===== src/core/rts_pkg.sv =====
package rts_pkg;
  // Register byte offsets
  localparam logic [7:0] RTS_OFF_PRESCALE = 8'h00;  // Prescale value
  localparam logic [7:0] RTS_OFF_COUNT    = 8'h04;  // Count value
  localparam logic [7:0] RTS_OFF_STOPCFG  = 8'h08;  // Stop condition config
  localparam logic [7:0] RTS_OFF_STATUS   = 8'h0C;  // Status, read only
  localparam logic [7:0] RTS_OFF_COMMAND  = 8'h10;  // Command, write only
  // Stop config field positions
  localparam int RTS_CFG_CS_MASK   = 0;  // Carrier sense stop mask
  localparam int RTS_CFG_SQ_MASK   = 1;  // Sync quality stop mask
  localparam int RTS_CFG_PQ_MASK   = 2;  // Preamble quality stop mask
  localparam int RTS_CFG_AND_OR    = 3;  // Combine select, 1 means OR
  // Command field positions
  localparam int RTS_CMD_START     = 0;  // Enter receive
  localparam int RTS_CMD_ABORT     = 1;  // Abort command
  // Status field positions
  localparam int RTS_ST_IN_RX      = 0;
  localparam int RTS_ST_FROZEN     = 1;
  localparam int RTS_ST_EXPIRED    = 2;
  localparam int RTS_ST_DISCARD    = 3;
  localparam int RTS_ST_READY      = 4;
  localparam int RTS_ST_ABORTED    = 5;
  // Reset values
  localparam logic [31:0] RTS_RST_PRESCALE = 32'h0000_0000;
  localparam logic [31:0] RTS_RST_COUNT    = 32'h0000_0000;
  localparam logic [3:0]  RTS_RST_STOPCFG  = 4'h8;  // OR, no masks
  // AXI responses
  localparam logic [1:0] RTS_RESP_OKAY   = 2'b00;
  localparam logic [1:0] RTS_RESP_SLVERR = 2'b10;
  // Receive state machine
  typedef enum logic [1:0] {RTS_IDLE, RTS_RX} rts_state_t;
endpackage


===== src/core/rts_rx_timeout_supervisor.sv =====
`timescale 1ns/10ps
////////////////////////////////////////////////////////////////////////////////
module rts_rx_timeout_supervisor #(
  parameter int PRE_W = 8,   // Prescale width
  parameter int CNT_W = 8    // Count width
) (
  // Clock and synchronous reset
  input  wire logic        aclk,
  input  wire logic        aresetn,
  // Register bus, write address
  input  wire logic [7:0]  s_axi_awaddr,
  input  wire logic        s_axi_awvalid,
  output logic             s_axi_awready,
  // Write data
  input  wire logic [31:0] s_axi_wdata,
  input  wire logic [3:0]  s_axi_wstrb,
  input  wire logic        s_axi_wvalid,
  output logic             s_axi_wready,
  // Write response
  output logic [1:0]       s_axi_bresp,
  output logic             s_axi_bvalid,
  input  wire logic        s_axi_bready,
  // Read address
  input  wire logic [7:0]  s_axi_araddr,
  input  wire logic        s_axi_arvalid,
  output logic             s_axi_arready,
  // Read data and response
  output logic [31:0]      s_axi_rdata,
  output logic [1:0]       s_axi_rresp,
  output logic             s_axi_rvalid,
  input  wire logic        s_axi_rready,
  // Receive quality indicators, asynchronous levels
  input  wire logic        carrier_sense_valid,
  input  wire logic        sync_quality_indicator,
  input  wire logic        preamble_quality_indicator,
  // Packet end from the packet handler, asynchronous
  input  wire logic        packet_received,
  // Receive state and outcome events
  output logic             rx_active,
  output logic             rx_data_ready,
  output logic             packet_discard
);
  import rts_pkg::*;

  // Refuse widths that the 16-bit register fields cannot hold
  if (PRE_W < 1 || PRE_W > 16 || CNT_W < 1 || CNT_W > 16) begin : g_bad_width
    $error("rts: widths must be 1 to 16");
  end

  ////////////////////////////////////////////////////////////////////////////
  // Whole state of the block
  typedef struct packed {
    // Register bus holding stage
    logic             aw_got;      // Write address held
    logic             w_got;       // Write data held
    logic [7:0]       aw_addr;     // Held write address
    logic [31:0]      w_data;      // Held write data
    logic [3:0]       w_strb;      // Held write strobes
    logic             bvalid;      // Write response pending
    logic [1:0]       bresp;       // Write response code
    logic             rvalid;      // Read data pending
    logic [1:0]       rresp;       // Read response code
    logic [31:0]      rdata;       // Read data
    // Configuration registers
    logic [PRE_W-1:0] prescale;    // Prescale value
    logic [CNT_W-1:0] count;       // Count value
    logic [3:0]       stopcfg;     // Select and masks
    // Pin synchronisers
    logic [2:0]       sync1;       // First synchroniser stage
    logic [2:0]       sync2;       // Second synchroniser stage
    logic             pkt1;        // Packet end, first stage
    logic             pkt2;        // Packet end, second stage
    // Timer and outcome
    rts_state_t       state;       // Idle or receiving
    logic [PRE_W-1:0] pre_cnt;     // Prescale divider
    logic [CNT_W-1:0] cnt;         // Timeout countdown
    logic             frozen;      // Stop condition seen, or never-expire mode
    logic             expired;     // Sticky status
    logic             aborted;     // Sticky status
    logic             ready_seen;  // Sticky status
    logic             ready_pulse;
    logic             discard_pulse;
  } rts_regs_t;

  rts_regs_t r;       // Registered state
  rts_regs_t next_r;  // Next state

  logic        stop_cond;   // Combined stop condition
  logic [2:0]  masks;       // Mask bits
  logic [2:0]  ind;         // Synchronised indicators
  logic        wr_go;       // Write both halves present
  logic        tick;        // Prescaled tick
  logic        cmd_start;   // Start strobe from a command write
  logic        cmd_abort;   // Abort strobe from a command write
  logic [31:0] rd_val;      // Read data for the accepted address
  logic        rd_ok;       // Read address is mapped

  // Handshake outputs; a half is refused while held or while a response waits
  assign s_axi_awready = ~r.aw_got & ~r.bvalid;
  assign s_axi_wready  = ~r.w_got & ~r.bvalid;
  assign s_axi_arready = ~r.rvalid;
  // Responses and read data come straight from flops
  assign s_axi_bvalid  = r.bvalid;
  assign s_axi_bresp   = r.bresp;
  assign s_axi_rvalid  = r.rvalid;
  assign s_axi_rresp   = r.rresp;
  assign s_axi_rdata   = r.rdata;
  // Receive state and one-cycle outcome events
  assign rx_active      = (r.state == RTS_RX);
  assign rx_data_ready  = r.ready_pulse;
  assign packet_discard = r.discard_pulse;

  ////////////////////////////////////////////////////////////////////////////
  // Stop condition: single mask selects one indicator, else AND or OR
  always_comb begin
    masks = {r.stopcfg[RTS_CFG_PQ_MASK], r.stopcfg[RTS_CFG_SQ_MASK],
             r.stopcfg[RTS_CFG_CS_MASK]};
    // Indicators arrive two cycles late through the synchroniser
    ind   = r.sync2;
    if (masks == 3'b000) begin
      // No indicator selected: stop condition stays low; AND select freezes the timer below
      stop_cond = 1'b0;
    end else if (r.stopcfg[RTS_CFG_AND_OR]) begin
      // OR: any selected indicator stops
      stop_cond = |(ind & masks);
    end else begin
      // AND: unselected indicators count as true, so one mask acts alone
      stop_cond = &(ind | ~masks);
    end
  end

  // Register read mux
  // Decoded while the address is accepted; unmapped answers an error
  always_comb begin
    rd_val = 32'h0000_0000;
    rd_ok  = 1'b1;
    case (s_axi_araddr)
      RTS_OFF_PRESCALE: rd_val[PRE_W-1:0] = r.prescale;
      RTS_OFF_COUNT:    rd_val[CNT_W-1:0] = r.count;
      RTS_OFF_STOPCFG:  rd_val[3:0] = r.stopcfg;
      RTS_OFF_STATUS: begin
        // Live state and sticky outcome flags
        rd_val[RTS_ST_IN_RX]   = (r.state == RTS_RX);
        rd_val[RTS_ST_FROZEN]  = r.frozen;
        rd_val[RTS_ST_EXPIRED] = r.expired;
        rd_val[RTS_ST_DISCARD] = r.expired;
        rd_val[RTS_ST_READY]   = r.ready_seen;
        rd_val[RTS_ST_ABORTED] = r.aborted;
      end
      RTS_OFF_COMMAND:  rd_val = 32'h0000_0000;
      default:          rd_ok = 1'b0;   // Unmapped address
    endcase
  end

  ////////////////////////////////////////////////////////////////////////////
  // Next state
  always_comb begin
    next_r = r;
    // Event pulses last one cycle unless set again below
    next_r.ready_pulse   = 1'b0;
    next_r.discard_pulse = 1'b0;
    // Command strobes live for the cycle in which a write completes
    cmd_start = 1'b0;
    cmd_abort = 1'b0;
    // Synchronisers for pins
    next_r.sync1 = {preamble_quality_indicator, sync_quality_indicator,
                    carrier_sense_valid};
    next_r.sync2 = r.sync1;
    next_r.pkt1  = packet_received;
    next_r.pkt2  = r.pkt1;
    // Write channels, either order
    if (s_axi_awvalid && s_axi_awready) begin
      next_r.aw_got  = 1'b1;
      next_r.aw_addr = s_axi_awaddr;
    end
    if (s_axi_wvalid && s_axi_wready) begin
      next_r.w_got  = 1'b1;
      next_r.w_data = s_axi_wdata;
      next_r.w_strb = s_axi_wstrb;
    end
    // Response follows once both halves are held
    wr_go = r.aw_got && r.w_got;
    if (wr_go) begin
      next_r.aw_got = 1'b0;
      next_r.w_got  = 1'b0;
      next_r.bvalid = 1'b1;
      next_r.bresp  = RTS_RESP_OKAY;
      // Only byte lane 0 carries the fields
      case (r.aw_addr)
        RTS_OFF_PRESCALE: begin
          if (r.w_strb[0]) next_r.prescale = r.w_data[PRE_W-1:0];
        end
        RTS_OFF_COUNT: begin
          if (r.w_strb[0]) next_r.count = r.w_data[CNT_W-1:0];
        end
        RTS_OFF_STOPCFG: begin
          if (r.w_strb[0]) next_r.stopcfg = r.w_data[3:0];
        end
        RTS_OFF_STATUS: begin
          // Read only: the write is accepted and ignored
        end
        RTS_OFF_COMMAND: begin
          if (r.w_strb[0]) begin
            cmd_start = r.w_data[RTS_CMD_START];
            cmd_abort = r.w_data[RTS_CMD_ABORT];
          end
        end
        default: next_r.bresp = RTS_RESP_SLVERR;
      endcase
    end
    // Response taken by the master
    if (r.bvalid && s_axi_bready) begin
      next_r.bvalid = 1'b0;
    end
    // Read channel
    if (s_axi_arvalid && s_axi_arready) begin
      next_r.rvalid = 1'b1;
      next_r.rdata  = rd_val;
      next_r.rresp  = rd_ok ? RTS_RESP_OKAY : RTS_RESP_SLVERR;
    end else if (r.rvalid && s_axi_rready) begin
      next_r.rvalid = 1'b0;
    end
    // Prescaled tick
    tick = (r.pre_cnt == '0);
    // Receive state machine
    case (r.state)
      RTS_IDLE: begin
        // Start enters receive; abort wins over start
        if (cmd_start && !cmd_abort) begin
          next_r.state      = RTS_RX;
          next_r.cnt        = r.count;
          next_r.pre_cnt    = r.prescale;
          next_r.frozen     = 1'b0;
          next_r.expired    = 1'b0;
          next_r.aborted    = 1'b0;
          next_r.ready_seen = 1'b0;
        end
      end
      RTS_RX: begin
        // Abort leaves receive at once, frozen or not
        if (cmd_abort) begin
          next_r.state   = RTS_IDLE;
          next_r.aborted = 1'b1;
        end else begin
          // Freeze once stop condition fires, or never-expire mode
          if (stop_cond || (masks == 3'b000 && !r.stopcfg[RTS_CFG_AND_OR])) begin
            next_r.frozen = 1'b1;
          end
          // Packet end after a freeze ends receive with data ready
          if (r.frozen && r.pkt2) begin
            next_r.state       = RTS_IDLE;
            next_r.ready_pulse = 1'b1;
            next_r.ready_seen  = 1'b1;
          end else if (!r.frozen && !stop_cond) begin
            // Timer steps only while nothing holds it
            if (tick) begin
              // Divider reached zero: one prescaled tick
              next_r.pre_cnt = r.prescale;
              if (r.cnt == '0) begin
                // Count exhausted: leave receive and drop the packet
                next_r.state         = RTS_IDLE;
                next_r.expired       = 1'b1;
                next_r.discard_pulse = 1'b1;
              end else begin
                next_r.cnt = r.cnt - 1'b1;
              end
            end else begin
              // Divider counts down toward the next tick
              next_r.pre_cnt = r.pre_cnt - 1'b1;
            end
          end
        end
      end
      default: next_r.state = RTS_IDLE;
    endcase
  end

  ////////////////////////////////////////////////////////////////////////////
  // State register, synchronous reset
  // Reset loads the register defaults; everything else clears to zero
  always_ff @(posedge aclk) begin
    if (!aresetn) begin
      r         <= '0;
      r.state   <= RTS_IDLE;
      r.prescale <= RTS_RST_PRESCALE[PRE_W-1:0];
      r.count   <= RTS_RST_COUNT[CNT_W-1:0];
      r.stopcfg <= RTS_RST_STOPCFG;
    end else begin
      r <= next_r;
    end
  end
endmodule // rts_rx_timeout_supervisor


===== config.mk =====
export PLATFORM = sky130hd
export DESIGN_NAME = rts_rx_timeout_supervisor
export DESIGN_NICKNAME = d
export VERILOG_FILES = /design/src/core/rts_pkg.sv /design/src/core/rts_rx_timeout_supervisor.sv
export SDC_FILE = /design/constraint.sdc
export NUM_CORES = 1
export LEC_CHECK = 0
export BUFFER_PORTS_ARGS = -buffer_cell sky130_fd_sc_hd__buf_4
export CORE_UTILIZATION = 37
export CTS_BUF_LIST = sky130_fd_sc_hd__clkbuf_4
export DETAILED_ROUTE_END_ITERATION = 10
export PLACE_DENSITY_LB_ADDON = 0.12
export SYNTH_ARGS = -nofsm -noshare
export SYNTH_HDL_FRONTEND = slang
export SYNTH_SLANG_ARGS = --single-unit
export TNS_END_PERCENT = 10

===== constraint.sdc =====
create_clock -name aclk -period 4.4 [get_ports aclk]
set_clock_uncertainty 0.05 [all_clocks]
set_input_delay 0.66 -clock aclk [delete_from_list [all_inputs] [get_ports aclk]]
set_output_delay 0.66 -clock aclk [all_outputs]
set_load 0.02 [all_outputs]

==> impl_metrics.yaml <==
floorplanning:
  fp.dieArea_um2: 11300
  core-area_um2: 10400
  die-width_um: 106
  pin_count: 107
  rows: 37
  start_util_pct: 38.5
  die_h_um: 106
clock_network:
  cts_tree: "done"
  clk_path_buf_depth: 2
  worstSkewPairLatency_ns: 0.42
  hold_buffers: 0
  cts_root_buf: "clkbuf_4"
  clock_sinks: 82
  cts.clk_slew.worst_paths_ns: 0.14
  cts_resized: 0
  post-cts-setup-buffers: 0
  cts_buffers: 9
  htree_levels: 3
synthesis:
  ys_ff_latch: 82
  synth_mux_area_share_pct: 9.35
  syn_area_um2: 4010
  yosys.area_share.simple_pct: 23.4
  synthAdderAreaFrac_pct: 1.25
  synth_edf_count: 0
  synth_compound_area_share_pct: 14.3
  ys_types: 58
  netlist_instances: 467
  synth-async-reset-ratio_pct: 0
  synth_top_family_by_area: "simple AND/OR/NAND/NOR gates"
  synth.avg_cell_area_um2: 8.59
  seq_area_frac_synth_pct: 40.9
  yosysWarningCount: 0
  synth_xor_area_share_pct: 0
  synth-main-ff-cell: "dfxtp_1"
grt:
  grt_max_degree: 34
  antenna_found_initial: 0
  grt_first_pass_wirelength_mm: 15.2
  grt_use_total_pct: 17.2
  grt_overflow: 0
  first_global_vias: 3041
layout:
  fillers: 1075
  multi_input_area_um2: 2040
  n_antenna_cell: 0
  utilization_pct: 42.8
  postLayoutCellArea_um2: 4460
  final-seq-area_um2: 1640
  syn2layout_area_growth_pct: 11.1
  drive_gt1_share_pct: 17.8
  layout_commonest_cell: "dfxtp_1"
  nets: 567
  final_cell_mix: "dfxtp_1, nand2_1, buf_4, a21oi_1, nor2_1"
sta:
  fin_crit_sh_pct: 62.6
  maxSlewHeadroom_pct: 40.4
  setup_violations: 0
  finalHoldViolations: 0
  rsz0062_at_grt: "no"
  fin_setup_tns_ns: 0
  tightestPinTransition_ns: 0.892
  min_period_ns: 2.75
  max_clock_freq_mhz: 363
  fin_hold_ws_ns: 0.344
  drv_slew: 0
setup_path:
  crit_type: "reg -> reg"
  path_depth: 6
  rr_startpoint: "r[133]"
  startpoint: "r[133]"
  cp_top_family: "simple AND/OR/NAND/NOR gates"
  cp-start-kind: "flip-flop"
  worstPathMaxFanout: 19
  worst-path-buf-inv: 0
  cp-end-kind: "flip-flop"
  path_cells: "or4_4, or2_4, nor4_4, a21oi_4, or3_1, a31oi_1"
  critPathSlowestCell: "nor4_4"
  crit_required_ns: 4.70
  cpPeakStageDelay_ns: 0.65
  critical_path_arrival_ns: 3.05
  r2r_cells: 6
route:
  vias: 3236
  drt_iter0_markers: 139
  viasPerCell: 5.05
  route.detailed.wl_per_inst_um: 14.6
  first_pass_iters: 4
  drc: 0
  wl_mm: 9.33
  ant_nets: 0
placed_design:
  gp_congestion: 0.798
  numPortBuffers: 53
  dpl.hpwl_mm: 6.71
  dpl-instance-area_um2: 4300
worst_hold_path:
  min_path_type: "in -> reg"
  hp-start: "s_axi_rready"
  min_path_cells: 2
flow_run:
  cap_violations: 0
pwr:
  ir_drop_mv: 0.133
  cellLeakagePower_uw: 0.00169
  power_density_nw_per_um2: 316
status:
  status: "finished, final reports clean"
## cells by family (layout without fill, tap and decap cells)
group	after synthesis	in the layout
flops	82	82
buf+inv	67	80
mux	32	32
compound gates	91	91
simple gates	190	190
fa+ha+maj	4	4
other cells	1	26
## state kept, by name, indices dropped and copies added, names as in the netlist
| name | cells |
|---|---|
| s_axi_rvalid | 1 |
| rx_data_ready | 1 |
| masks | 3 |
| r | 58 |
| s_axi_rdata | 8 |
| ind | 3 |
| s_axi_rresp | 1 |
| s_axi_bvalid | 1 |
| s_axi_bresp | 1 |
| packet_discard | 1 |
| next_r | 4 |
## synth_stat cells (all sizes together) (3+ instances only)
cell / number / area share [%]
nor2b: 3 / 0.47
inv: 9 / 0.84
nand2b: 7 / 1.1
o31ai: 3 / 0.56
nor4: 9 / 2.2
nand3: 18 / 2.2
nand3b: 3 / 0.56
a21oi: 46 / 6.0
and2: 11 / 1.7
mux4: 4 / 2.2
nor3: 8 / 1.0
a32oi: 3 / 0.65
or4: 4 / 0.84
or3: 4 / 0.62
clkbuf: 16 / 2.3
o21ai: 8 / 1.0
mux2i: 24 / 6.0
a31oi: 6 / 0.94
ha: 4 / 1.2
mux2: 4 / 1.1
o211ai: 6 / 1.1
buf: 42 / 7.5
nor2: 40 / 3.7
nand2: 72 / 6.7
dfxtp: 82 / 41
## layer usage
layer  vias to the layer above  wire length [um]  part of all wire, %  track usage (%)
li1                       1649                 -                    -                -
met1                      1493              4510                   48             22.5
met2                        86              4380                   47             28.2
met3                         8               357                  3.8             4.05
met4                         0                87                 0.93             4.76
met5                         -                 0                    0                0
## metrics by stage
stage               power [uW]  instances  worst slack, ns
global route              1470        641             1.47
floorplan                  901        492             2.10
CTS                       1430        641             1.66
finish                    1410        641             1.65
detailed placement         934        625             1.70
global placement           932        625             1.72
## final cells by class
cell class / instances / share of cell area, %
Clock buffer: 10 / 1.68
Sequential cell: 82 / 36.8
Multi-Input combinational cell: 343 / 45.8
Timing Repair Buffer: 55 / 9.26
Inverter: 9 / 0.758
Tap cell: 136 / 3.82
Clock inverter: 6 / 1.82
## report_power, final
| group | internal (uW) | leakage (uW) | switching [uW] | total, uW |
|---|---|---|---|---|
| logic | 51.8 | 0.000939 | 84.4 | 136 |
| clock network | 234 | 0.0000854 | 258 | 492 |
| registers | 761 | 0.000666 | 18.7 | 780 |
| total | 1050 | 0.00169 | 361 | 1410 |
## worst reg2reg max path: stages, from the launching register on
cell     delay, ns
dfxtp_1       0.35
or4_4         0.56
or2_4         0.28
nor4_4        0.65
a21oi_4       0.22
or3_1         0.41
a31oi_1       0.17
## path summary, 6_finish.rpt
check / to / slack (ns)
worst min register to register: ind[0] / 0.40
worst max register to register: r[14] / 1.65
worst max-delay path: r[14] / 1.65
worst min-delay path: s_axi_rvalid / 0.34
(Power assumes the default switching activity.)
